<file path="config.mk">
export PLATFORM = sky130hd
export DESIGN_NAME = eim_top
export DESIGN_NICKNAME = d
export VERILOG_FILES = /design/src/rtl/eim_pkg.sv /design/src/rtl/eim_top.sv
export SDC_FILE = /design/constraint.sdc
export NUM_CORES = 2
export LEC_CHECK = 0
export ABC_AREA = 1
export BUFFER_PORTS_ARGS = -buffer_cell sky130_fd_sc_hd__buf_2
export CAP_MARGIN = 20
export CORE_AREA = 2 2 442 444
export DETAILED_ROUTE_END_ITERATION = 6
export DIE_AREA = 0 0 444 446
export SKIP_CTS_REPAIR_TIMING = 1
export SLEW_MARGIN = 20
export SYNTH_ARGS = -nofsm -noshare
export SYNTH_HDL_FRONTEND = slang
export SYNTH_SLANG_ARGS = --single-unit
</file>
<file path="constraint.sdc">
create_clock -name clk_i -period 49 [get_ports clk_i]
set_input_delay 4.9 -clock clk_i [delete_from_list [all_inputs] [get_ports clk_i]]
set_output_delay 4.9 -clock clk_i [all_outputs]
set_load 0.005 [all_outputs]
</file>
<file path="src/rtl/eim_pkg.sv">
/*
 * Shared constants and types of the enclave instruction mode checker:
 * register map, field positions, reset values, leaf codes, request and
 * answer layouts.
 * Assumes the core's decode and address units fill in the request flags.
 */
package eim_pkg;

    // ==================================================================
    // Register map (byte addresses) and field positions
    localparam logic [7:0]  ADDR_FEATCTL  = 8'h00;
    localparam logic [7:0]  ADDR_VMCTRL   = 8'h04;
    localparam logic [7:0]  ADDR_BMP_LO   = 8'h08;
    localparam logic [7:0]  ADDR_BMP_HI   = 8'h0c;
    localparam logic [7:0]  ADDR_STATUS   = 8'h10;
    localparam int          FEAT_LOCK_BIT = 0;
    localparam int          FEAT_EN_BIT   = 18;
    localparam int          VM_EXIT_BIT   = 0;
    localparam int          VM_VAPIC_BIT  = 1;
    localparam logic [31:0] FEATCTL_RST   = 32'h0000_0000;
    localparam logic [31:0] VMCTRL_RST    = 32'h0000_0000;
    localparam logic [63:0] BMP_RST       = 64'h0000_0000_0000_0000;

    // ==================================================================
    // Leaf numbers and privilege levels
    localparam logic [5:0]  LEAF_ENTER    = 6'h02;
    localparam logic [5:0]  LEAF_RESUME   = 6'h03;
    localparam logic [5:0]  LEAF_EXIT     = 6'h04;
    localparam logic [5:0]  LEAF_DBG_RD   = 6'h04;
    localparam logic [5:0]  LEAF_DBG_WR   = 6'h05;
    localparam logic [1:0]  CPL_USER      = 2'h3;
    localparam logic [1:0]  CPL_SUPER     = 2'h0;

    // ==================================================================
    // Types
    typedef enum logic [2:0] {
        K_USER   = 3'b000,
        K_SUPER  = 3'b001,
        K_SEGWR  = 3'b010,
        K_WRBASE = 3'b011,
        K_FETCH  = 3'b100,
        K_ACCESS = 3'b101,
        K_AEX    = 3'b110
    } eim_kind_t;

    typedef enum logic [2:0] {
        F_NONE      = 3'b000,
        F_UD        = 3'b001,
        F_GP0       = 3'b010,
        F_PF        = 3'b011,
        F_VMX_SUPERVISOR_ENCLAVE_OP = 3'b100,
        F_VMX_APIC  = 3'b101
    } eim_fault_t;

    typedef struct packed {
        eim_kind_t   kind;
        logic [5:0]  leaf;
        logic [63:0] data;
        logic        pfx_opsize;
        logic        pfx_addrsize;
        logic        pfx_segovr;
        logic        prot;
        logic        smm;
        logic        v86;
        logic        paging;
        logic        long64;
        logic        addr16;
        logic        cs_d;
        logic [1:0]  cpl;
        logic        guest;
        logic        ds_usable;
        logic        ds_expdown;
        logic        seg_base_nz;
        logic        cs_wide_mode_attribute;
        logic        fsgs_in_ds;
        logic        implicit_acc;
        logic        explicit_enc;
        logic        apic_overlap;
        logic        vapic_redirect;
        logic        in_enclave_linear_range;
        logic        epc_nofault;
    } eim_req_t;

    typedef struct packed {
        logic [63:0] base;
        logic [31:0] limit;
        logic [11:0] attr;
    } eim_seg_t;

    typedef struct packed {
        logic [63:0] fs_ofs;
        logic [63:0] gs_ofs;
        logic [31:0] fs_limit;
        logic [31:0] gs_limit;
        logic [63:0] encl_base;
        logic        encl_wide_mode_attribute;
        logic [63:0] ssa_fs_base;
        logic [63:0] ssa_gs_base;
    } eim_encl_t;

    typedef struct packed {
        eim_fault_t fault;
        logic       addr_w64;
        logic       seg_ds;
        logic       ad_allow;
    } eim_resp_t;

endpackage

</file>
<file path="src/rtl/eim_top.sv">
/*
 * Enclave instruction legality and exception checker, one answer per
 * request, one cycle after it; holds FS/GS state across enclave entry
 * and exit, and the feature and exiting controls behind an APB slave.
 * Assumes requests are synchronous to clk_i and that the core's address
 * unit supplies the range and overlap flags of each request.
 */
// The register offsets and the APB register port were left to the implementer.
// How it works
// - Memory operands use DS; overrides ignored
// - Operand-size prefix raises invalid opcode fault
// - Address width follows mode, prefix ignored
// - Sixteen-bit addressing uses 32-bit addresses
// - DS unusable or expand-down gives GP0
// - Entry needs zero bases except FS, GS
// - Entry saves FS/GS, loads from thread struct
// - New FS/GS must lie within DS
// - Entry needs matching code mode, CPL 3
// - Exit or async exit restores saved FS/GS
// - Segment changes inside enclave fault, except base writes in a 64-bit enclave
// - Enter loads FS/GS from offsets plus base
// - Base writes saved on async exit, resumed
// - Paging off faults, except debug leaves
// - Accessed/dirty may set on non-faulting accesses
// - Exiting control off permits all supervisor leaves
// - Exiting bitmap bit per leaf forces exit
// - Bitmap exit checked right after CPL check
// - Implicit accesses skip APIC page checks
// - Explicit access on APIC page gives page fault
// - Redirected non-enclave access gives APIC exit
// - Fetch outside enclave range gives GP0
// - Only protected mode, not SMM or V86
// - Needs feature enable and lock bits
`timescale 1ns/1ps
`default_nettype none

module eim_top
(
    input  wire logic               clk_i,
    input  wire logic               rst_i,
    // APB slave
    input  wire logic               psel_i,
    input  wire logic               penable_i,
    input  wire logic               pwrite_i,
    input  wire logic [7:0]         paddr_i,
    input  wire logic [31:0]        pwdata_i,
    input  wire logic [3:0]         pstrb_i,
    output logic [31:0]             prdata_o,
    output logic                    pready_o,
    output logic                    pslverr_o,
    // Check request
    input  wire logic               req_valid_i,
    input  var  eim_pkg::eim_req_t  req_i,
    input  var  eim_pkg::eim_encl_t encl_i,
    input  var  eim_pkg::eim_seg_t  fs_load_i,
    input  var  eim_pkg::eim_seg_t  gs_load_i,
    // Answer and state
    output logic                    resp_valid_o,
    output eim_pkg::eim_resp_t      resp_o,
    output eim_pkg::eim_seg_t       fs_o,
    output eim_pkg::eim_seg_t       gs_o,
    output logic                    in_enclave_o,
    output logic                    ssa_wr_o,
    output logic [63:0]             ssa_fs_base_o,
    output logic [63:0]             ssa_gs_base_o
);

    // ==================================================================
    // Registers
    logic [31:0]            featctl_q;
    logic [31:0]            vmctrl_q;
    logic [63:0]            bmp_q;
    logic                   pready_q;
    logic                   pslverr_q;
    logic [31:0]            prdata_q;
    logic                   resp_valid_q;
    eim_pkg::eim_resp_t     resp_q;
    eim_pkg::eim_fault_t    last_fault_q;
    logic                   in_encl_q;
    logic                   encl64_q;
    eim_pkg::eim_seg_t      fs_q;
    eim_pkg::eim_seg_t      gs_q;
    eim_pkg::eim_seg_t      fs_sav_q;
    eim_pkg::eim_seg_t      gs_sav_q;
    logic                   ssa_wr_q;
    logic [63:0]            ssa_fs_q;
    logic [63:0]            ssa_gs_q;

    // ==================================================================
    // APB decode
    logic        setup_w;
    logic        wr_w;
    logic        hit_feat;
    logic        hit_vm;
    logic        hit_lo;
    logic        hit_hi;
    logic        hit_st;
    logic        mapped_w;
    logic [31:0] wmask_w;
    logic [31:0] rdata_w;
    logic [31:0] status_w;
    logic        feat_lock_w;

    // Address decode and byte-lane mask
    assign setup_w     = psel_i & ~penable_i;
    assign wr_w        = psel_i & penable_i & pready_q & pwrite_i & ~pslverr_q;
    assign hit_feat    = paddr_i == eim_pkg::ADDR_FEATCTL;
    assign hit_vm      = paddr_i == eim_pkg::ADDR_VMCTRL;
    assign hit_lo      = paddr_i == eim_pkg::ADDR_BMP_LO;
    assign hit_hi      = paddr_i == eim_pkg::ADDR_BMP_HI;
    assign hit_st      = paddr_i == eim_pkg::ADDR_STATUS;
    assign mapped_w    = hit_feat | hit_vm | hit_lo | hit_hi | hit_st;
    assign wmask_w     = {{8{pstrb_i[3]}}, {8{pstrb_i[2]}}, {8{pstrb_i[1]}}, {8{pstrb_i[0]}}};
    assign feat_lock_w = featctl_q[eim_pkg::FEAT_LOCK_BIT];
    assign status_w    = {26'h0, last_fault_q, encl64_q, in_encl_q, 1'b0} | {31'h0, 1'b0};
    assign rdata_w     = hit_feat ? featctl_q :
                         hit_vm   ? vmctrl_q :
                         hit_lo   ? bmp_q[31:0] :
                         hit_hi   ? bmp_q[63:32] :
                         hit_st   ? status_w : 32'h0;

    // Answer prepared in setup, ready in the first access cycle
    always_ff @(posedge clk_i or posedge rst_i)
    begin
        if (rst_i)
        begin
            pready_q  <= 1'b0;
            pslverr_q <= 1'b0;
            prdata_q  <= 32'h0;
        end
        else
        begin
            pready_q  <= setup_w;
            pslverr_q <= setup_w & ~mapped_w;
            prdata_q  <= (setup_w & ~pwrite_i) ? rdata_w : 32'h0;
        end
    end

    // Control writes; feature control freezes once locked
    always_ff @(posedge clk_i or posedge rst_i)
    begin
        if (rst_i)
        begin
            featctl_q <= eim_pkg::FEATCTL_RST;
            vmctrl_q  <= eim_pkg::VMCTRL_RST;
            bmp_q     <= eim_pkg::BMP_RST;
        end
        else if (wr_w)
        begin
            if (hit_feat && !feat_lock_w)
                featctl_q <= (featctl_q & ~wmask_w) | (pwdata_i & wmask_w);
            if (hit_vm)
                vmctrl_q <= (vmctrl_q & ~wmask_w) | (pwdata_i & wmask_w);
            if (hit_lo)
                bmp_q[31:0] <= (bmp_q[31:0] & ~wmask_w) | (pwdata_i & wmask_w);
            if (hit_hi)
                bmp_q[63:32] <= (bmp_q[63:32] & ~wmask_w) | (pwdata_i & wmask_w);
        end
    end

    // ==================================================================
    // Check conditions
    logic                is_user;
    logic                is_super;
    logic                is_insn;
    logic                avail_w;
    logic                dbg_leaf;
    logic                enter_w;
    logic                resume_w;
    logic                exit_w;
    logic                entry_bad;
    logic                vapic_w;
    logic                acc_w;
    eim_pkg::eim_fault_t fault_w;
    logic                ok_w;
    logic                go_entry;
    logic                go_exit;
    logic                go_aex;
    logic                go_wrbase;

    // Request classification
    assign is_user  = req_i.kind == eim_pkg::K_USER;
    assign is_super = req_i.kind == eim_pkg::K_SUPER;
    assign is_insn  = is_user | is_super;
    assign avail_w  = req_i.prot & ~req_i.smm & ~req_i.v86
                    & featctl_q[eim_pkg::FEAT_EN_BIT] & feat_lock_w;
    assign dbg_leaf = is_super & (req_i.leaf == eim_pkg::LEAF_DBG_RD
                                | req_i.leaf == eim_pkg::LEAF_DBG_WR);
    assign enter_w  = is_user & (req_i.leaf == eim_pkg::LEAF_ENTER);
    assign resume_w = is_user & (req_i.leaf == eim_pkg::LEAF_RESUME);
    assign exit_w   = is_user & (req_i.leaf == eim_pkg::LEAF_EXIT);
    assign vapic_w  = vmctrl_q[eim_pkg::VM_VAPIC_BIT];
    assign acc_w    = req_i.kind == eim_pkg::K_ACCESS & vapic_w & ~req_i.implicit_acc;

    // Entry preconditions
    assign entry_bad = (enter_w | resume_w)
                     & (in_encl_q
                      | req_i.seg_base_nz
                      | ~req_i.fsgs_in_ds
                      | req_i.cpl != eim_pkg::CPL_USER
                      | req_i.cs_wide_mode_attribute != encl_i.encl_wide_mode_attribute);

    // Fixed priority, first match wins
    assign fault_w =
        (is_insn & ~avail_w)                                  ? eim_pkg::F_UD :
        (is_insn & req_i.pfx_opsize)                          ? eim_pkg::F_UD :
        (is_insn & ~req_i.paging & ~dbg_leaf)                 ? eim_pkg::F_UD :
        (req_i.kind == eim_pkg::K_SEGWR & in_encl_q)          ? eim_pkg::F_UD :
        (req_i.kind == eim_pkg::K_WRBASE & in_encl_q & ~encl64_q) ? eim_pkg::F_UD :
        (is_super & req_i.cpl != eim_pkg::CPL_SUPER)          ? eim_pkg::F_GP0 :
        (is_super & req_i.guest & vmctrl_q[eim_pkg::VM_EXIT_BIT]
                  & bmp_q[req_i.leaf])                        ? eim_pkg::F_VMX_SUPERVISOR_ENCLAVE_OP :
        (is_insn & (~req_i.ds_usable | req_i.ds_expdown))     ? eim_pkg::F_GP0 :
        entry_bad                                             ? eim_pkg::F_GP0 :
        (req_i.kind == eim_pkg::K_FETCH & in_encl_q & ~req_i.in_enclave_linear_range)
                                                              ? eim_pkg::F_GP0 :
        (acc_w & req_i.explicit_enc & req_i.apic_overlap)     ? eim_pkg::F_PF :
        (acc_w & ~req_i.explicit_enc & req_i.vapic_redirect)  ? eim_pkg::F_VMX_APIC :
                                                                eim_pkg::F_NONE;

    // State changes only on a clean request
    assign ok_w       = req_valid_i & (fault_w == eim_pkg::F_NONE);
    assign go_entry   = ok_w & (enter_w | resume_w);
    assign go_exit    = ok_w & exit_w & in_encl_q;
    assign go_aex     = ok_w & (req_i.kind == eim_pkg::K_AEX) & in_encl_q;
    assign go_wrbase  = ok_w & (req_i.kind == eim_pkg::K_WRBASE);

    // ==================================================================
    // Answer register
    always_ff @(posedge clk_i or posedge rst_i)
    begin
        if (rst_i)
        begin
            resp_valid_q <= 1'b0;
            resp_q       <= '0;
            last_fault_q <= eim_pkg::F_NONE;
        end
        else
        begin
            resp_valid_q      <= req_valid_i;
            resp_q.fault      <= req_valid_i ? fault_w : eim_pkg::F_NONE;
            resp_q.addr_w64   <= req_valid_i & req_i.long64;
            resp_q.seg_ds     <= req_valid_i;
            resp_q.ad_allow   <= req_valid_i & req_i.epc_nofault;
            if (req_valid_i)
                last_fault_q <= fault_w;
        end
    end

    // ==================================================================
    // FS/GS state across entry and exit
    always_ff @(posedge clk_i or posedge rst_i)
    begin
        if (rst_i)
        begin
            in_encl_q <= 1'b0;
            encl64_q  <= 1'b0;
            fs_q      <= '0;
            gs_q      <= '0;
            fs_sav_q  <= '0;
            gs_sav_q  <= '0;
            ssa_wr_q  <= 1'b0;
            ssa_fs_q  <= 64'h0;
            ssa_gs_q  <= 64'h0;
        end
        else
        begin
            ssa_wr_q <= go_aex;
            if (go_entry)
            begin
                fs_sav_q       <= fs_q;
                gs_sav_q       <= gs_q;
                in_encl_q      <= 1'b1;
                encl64_q       <= encl_i.encl_wide_mode_attribute;
                fs_q.attr      <= fs_load_i.attr;
                gs_q.attr      <= gs_load_i.attr;
                fs_q.limit     <= encl_i.fs_limit;
                gs_q.limit     <= encl_i.gs_limit;
                fs_q.base      <= (resume_w & encl_i.encl_wide_mode_attribute) ? encl_i.ssa_fs_base
                                  : encl_i.fs_ofs + encl_i.encl_base;
                gs_q.base      <= (resume_w & encl_i.encl_wide_mode_attribute) ? encl_i.ssa_gs_base
                                  : encl_i.gs_ofs + encl_i.encl_base;
            end
            else if (go_exit || go_aex)
            begin
                fs_q      <= fs_sav_q;
                gs_q      <= gs_sav_q;
                in_encl_q <= 1'b0;
                encl64_q  <= 1'b0;
                if (go_aex)
                begin
                    ssa_fs_q <= fs_q.base;
                    ssa_gs_q <= gs_q.base;
                end
            end
            else if (go_wrbase)
            begin
                if (req_i.leaf[0])
                    gs_q.base <= req_i.data;
                else
                    fs_q.base <= req_i.data;
            end
        end
    end

    // Outputs straight from flops
    assign prdata_o      = prdata_q;
    assign pready_o      = pready_q;
    assign pslverr_o     = pslverr_q;
    assign resp_valid_o  = resp_valid_q;
    assign resp_o        = resp_q;
    assign fs_o          = fs_q;
    assign gs_o          = gs_q;
    assign in_enclave_o  = in_encl_q;
    assign ssa_wr_o      = ssa_wr_q;
    assign ssa_fs_base_o = ssa_fs_q;
    assign ssa_gs_base_o = ssa_gs_q;
endmodule

`default_nettype wire

</file>
# Word level (Yosys, flattened, before mapping)
# Index checks and enable logic that the tools add are counted.
# word_totals
inputBits	748
register_bits	734
out_inout_bits	387
word_cells	186
# op_classes
magnitude_cmp	1
add_sub_neg	2
n_reduce_logical	17
bitwise_logic	84
eq_ne	17
mux	36
# op_table
cell	count
64-bit 2-to-1 mux	8
108-bit 2-to-1 mux	2
32-bit AND	5
32-bit 2-to-1 mux	5
64-bit adder	2
32-bit bitwise OR	4
44-bit 2-to-1 mux	2
1-bit AND	46
3-bit 2-to-1 mux	13
32-bit inverter	1
8-bit by 4-bit == test with 1-bit output, second input constant	2
1-bit inverter	16
6-bit by 2-bit == test with 1-bit output, second input constant	2
6-bit by 3-bit == test with 1-bit output, second input constant	2
1-bit bitwise OR	12
2-bit AND reduction	6
3-bit == test, second input constant	3
8-bit by 3-bit == test with 1-bit output, second input constant	1
8-bit by 5-bit == test with 1-bit output, second input constant	1
8-bit zero test	1
6-bit by 7-bit < comparator with 1-bit output, second input constant	1
1-bit binary-select mux with 6-bit select	1
3-bit by 2-bit == test with 1-bit output, second input constant	2
3-bit zero test	2
12 further kinds	17

# Depth between registers and ports, before layout
# logic_depth
word_depth	24
ltp_mapped	27
ltp_nobuf	24

# Least setup slack after synthesis
# Ideal clock, no wire load.
# synth_path
path_type	input port to flip-flop
start	in encl_i[129] in the netlist's numbering
end	reg fs_q, in the netlist fs_o[80]
path_buffers	0
setup_slack_ns	41.883
required_ns	48.883
setup_time_ns	0.117
t_arrival_ns	7.000
path_stages	16
path_cell_list	ha_1 > inv_1 > fa_1 > inv_1 > nand3_1 > nand2_1 > a21oi_1 > o21ai_0 > nand2_1 > nand2_1 > a21boi_0 > or2_2 > nand3_1 > nand3_1 > nand3_1 > nand2_1
# synth_between
elab_chain_cells	3
# synth_lines
element	line_no	source
start: declaration	eim_top.sv:54	input var eim_pkg::eim_encl_t encl_i,
64-bit adder	eim_top.sv:280	: encl_i.fs_ofs + encl_i.encl_base;
64-bit 2-to-1 mux	eim_top.sv:279	fs_q.base <= (resume_w & encl_i.encl_wide_mode_attribute) ? encl_i.ssa_fs_base
108-bit 2-to-1 mux	eim_top.sv:269	if (go_entry)
end signal: assignment	eim_top.sv:286	fs_q <= fs_sav_q;
end: declaration	eim_top.sv:81	eim_pkg::eim_seg_t fs_q;
# No other way between the ends.
# A chain may end at the register's enable or synchronous reset.

# Worst setup path in the final report
# layout_path
start	in req_i[88] in the netlist's numbering
end	reg gs_q, in the netlist gs_o[92]
# layout_between
elab_chain_cells	20
elab_cells_between_ends	41
classes_between	4 x eq/ne; 14 x mux; 18 x bitwise; 5 x reduce/logical
# layout_lines
element	line_no	source
start: declaration	eim_top.sv:53	input var eim_pkg::eim_req_t req_i,
parallel branches: the longest is 20 deep, another holds 1-bit binary-select mux with 6-bit select	n/a	
end signal: assignment	eim_top.sv:287	gs_q <= gs_sav_q;
end: declaration	eim_top.sv:82	eim_pkg::eim_seg_t gs_q;
# Parallel ways; which one is timed is not known. The select of a mux whose other input is x is not followed.

==> flow_summary.toml <==
[synth]
post_synth_instance_area_um2 = 42020
most_area_hungry_cell_type_in_the_yosys_netlist = "sky130_fd_sc_hd__dfrtp_1"
synth_area_leaders = "sky130_fd_sc_hd__dfrtp_1, sky130_fd_sc_hd__nand2_1, sky130_fd_sc_hd__o21ai_0"
yosysWarningCount = 0
synth-edff-count = 0
async_reset_ff_share_pct = 100.0
ys_dominant_reg_cell = "sky130_fd_sc_hd__dfrtp_1"
yosysMostFrequentCell = "sky130_fd_sc_hd__nand2_1"
synth_top_cells_by_count = "sky130_fd_sc_hd__nand2_1, sky130_fd_sc_hd__dfrtp_1, sky130_fd_sc_hd__inv_1, sky130_fd_sc_hd__o21ai_0, sky130_fd_sc_hd__nand3_1"
synthDominantCellAreaShare_pct = 43.71
ys_seq_area_share_pct = 43.71
yosys_register_bits = 734
mappedNetlistNets = 6768
synth.lib_cells_used.distinct = 48
syn_inst = 5892
syn_area_per_cell_um2 = 7.132

[clocking]
clock_tree.root_cell = "sky130_fd_sc_hd__clkbuf_16"
clk_transition_reported_paths_ps = 60
tritoncts = "done"
clock_tree.htree_level_count = 3
clock_tree.buffer_depth = 3
cts_num_sinks = 734
clk_latency_ps = 760
cts_inserted_buffers = 90

[setup_path]
critPathTopFamily = "buffers and inverters"
critical-path-top-cell-by-count = "sky130_fd_sc_hd__nand2_1"
timing.critical_path.arrival_ps = 9990
crit_path_end_kind = "flip-flop"
worstSetupPathType = "in2reg"
critical_path_cell_by_cell = "buf_2 -> inv_2 -> nand2_1 -> nor2_1 -> nor2_1 -> nand3_1 -> nand3_1 -> nand2_1 -> nand3_1 -> nand2_1 -> nand2_1 -> nand4_1 -> nor2_4 -> buf_4 -> nand2_4 -> inv_8 -> buf_4 -> nand3_1 -> nand2_1 -> nand2_1 -> nand2_1"
critical_path.max_stage_delay_ps = 710
critical_path_buf_inv_count = 5
cp_max_fo = 113
timing.critical_path.from_type = "primary input"
worstPathRequired_ps = 49680
critical_path.slowest_cell = "sky130_fd_sc_hd__buf_4"

[pwr]
power.ir.vdd_worst_v = 0.00002803
pwr_density_cell_nw_per_um2 = 37.45
power.leakage_nw = 26.29

[sta]
rsz_0062_raised_after_global_routing = "no"
timing.final.setup_violations = 0
worst_slew_margin_pct = 26.75
minimum_period_implied_by_the_final_worst_setup_slack_ps = 9309
finClkSkew_ps = 71.75
finalHoldViolCount = 0
maxSlewViolCount = 0
post-route-period-util_pct = 19.00
achievable-frequency_mhz = 107.4
tightestPinTransition_ps = 1099
setup-tns-final_ps = 0

[flow_run]
timing.max_cap.violations = 0

[routing]
vias_per_cell = 4.859
detail_route.wirelength_um = 247100
dr_total_vias = 45638
dr.first_iter.drc_count = 4739
drtAntennaViolNets = 0
drt_pass1_iterations = 6
detail_route.wl_per_cell_um = 26.31
detail_route.drc_violations = 0

[die]
design.core.area_um2 = 193600
initial_core_utilization_pct = 21.71
fp-row-count = 162
fp.dieW_um = 444
top_level_ports = 1135
fp.dieArea_um2 = 198000
floorplan.die.height_um = 446

[final_layout]
drive_gt1_share_pct = 17.37
post-route-cell-area_um2 = 52560
area.growth.synth_to_final_pct = 25.09
layout.nets = 7605
final_core_util_pct = 27.15
fillCellCount = 21506
final-instance-count-excl-fill = 9392

[global_routing]
number_of_global_route_vias_before_repair = 43549
antenna_found_initial = 62
grt.total_usage_pct = 24.04
global_route_wire_length_before_repair_um = 336700
grt_start_max_net_pins = 177
grt_remaining_overflow = 0

[status]
outcome = "finished clean"

[placement]
port_buffers = 938
gp_congestion = 1.018
dp_cells = 9179
dp_hpwl_um = 198300
dpl-instance-area_um2 = 49340

[hold_path]
holdCritPathClass = "reg2reg"
[worst reg2reg max path: stages, from the launching register on]
cell and delay (ps):
sky130_fd_sc_hd__dfrtp_1 470, sky130_fd_sc_hd__nor3b_1 460, sky130_fd_sc_hd__nand3_1 120, sky130_fd_sc_hd__o21ai_0 260, sky130_fd_sc_hd__o2111ai_1 150, sky130_fd_sc_hd__nand2_1 130, sky130_fd_sc_hd__nand3_2 130, sky130_fd_sc_hd__nor2_4 110
sky130_fd_sc_hd__buf_4 350, sky130_fd_sc_hd__nand2_4 170, sky130_fd_sc_hd__inv_8 600, sky130_fd_sc_hd__buf_4 830, sky130_fd_sc_hd__nand3_1 430, sky130_fd_sc_hd__nand2_1 170, sky130_fd_sc_hd__nand2_1 60, sky130_fd_sc_hd__nand2_1 70
[power breakdown]
part / total [mW] / internal (mW) / switching (mW)
clock network: 0.704 / 0.397 / 0.307
registers: 0.744 / 0.684 / 0.0601
logic: 0.520 / 0.156 / 0.364
[metal layers]
metal	GRT usage (%)	part of all wire [%]
met1	29.21	40
met2	39.58	46
met3	4.059	6.8
met5	0	0.011
met4	15.02	7.4
[final cells by class]
| class | instances | area (um^2) | area share, % |
|---|---|---|---|
| Antenna cell | 46 | 115.1 | 0.2190 |
| Clock buffer | 128 | 2595 | 4.937 |
| Clock inverter | 39 | 513.0 | 0.9759 |
| Inverter | 522 | 1979 | 3.766 |
| Multi-Input combinational cell | 4391 | 20690 | 39.36 |
| Sequential cell | 734 | 18370 | 34.94 |
| Tap cell | 2542 | 3181 | 6.051 |
| Timing Repair Buffer | 990 | 5126 | 9.752 |
[cells in the final DEF (no fill, tap or decap), drive strengths merged, types with 46 or more instances in the layout]
| cell type | netlist | layout |
|---|---|---|
| nand4 | 57 | 57 |
| inv | 520 | 529 |
| nor2 | 391 | 391 |
| ha | 126 | 126 |
| o21ai | 579 | 579 |
| diode | 0 | 46 |
| nand2 | 2209 | 2209 |
| nand3 | 404 | 404 |
| buf | 120 | 990 |
| dfrtp | 734 | 734 |
| a21oi | 284 | 284 |
| clkbuf | 125 | 128 |
| o211ai | 96 | 96 |
[cell families after synthesis]
group           share of synthesized area [%]
flops                                   43.71
xor+xnor                                1.000
fa+ha+maj                               3.847
compound gates                          14.05
simple gates                            30.14
buf+inv                                 7.259
[worst paths after layout]
| kind | end | slack, ps | cells after the start | from |
|---|---|---|---|---|
| max in group asynchronous | ssa_fs_base_o[8] | 41490 | 5 | rst_i |
| worst min register to register | gs_sav_q[4] | 470 | 2 | gs_sav_q[4] |
| worst max register to register | gs_o[92] | 44410 | 15 | in_enclave_o |
| worst max-delay path | gs_o[92] | 39690 | 21 | req_i[88] |
| worst min-delay path | gs_sav_q[4] | 470 | 2 | gs_sav_q[4] |
| min in group asynchronous | resp_o[4] | 4340 | 2 | rst_i |
[metrics by stage]
stage	setup slack (ps)	power, mW	hold WS (ps)
6_report	39690	1.968	472.1
5_1_grt	39400	2.056	487.8
4_1_cts	39750	1.986	475.0
3_5_place_dp	38920	1.274	460.9
3_3_place_gp	38850	1.270	456.1
2_1_floorplan	23510	0.9521	443.1
Note: power is estimated with default switching activity, not from simulation.
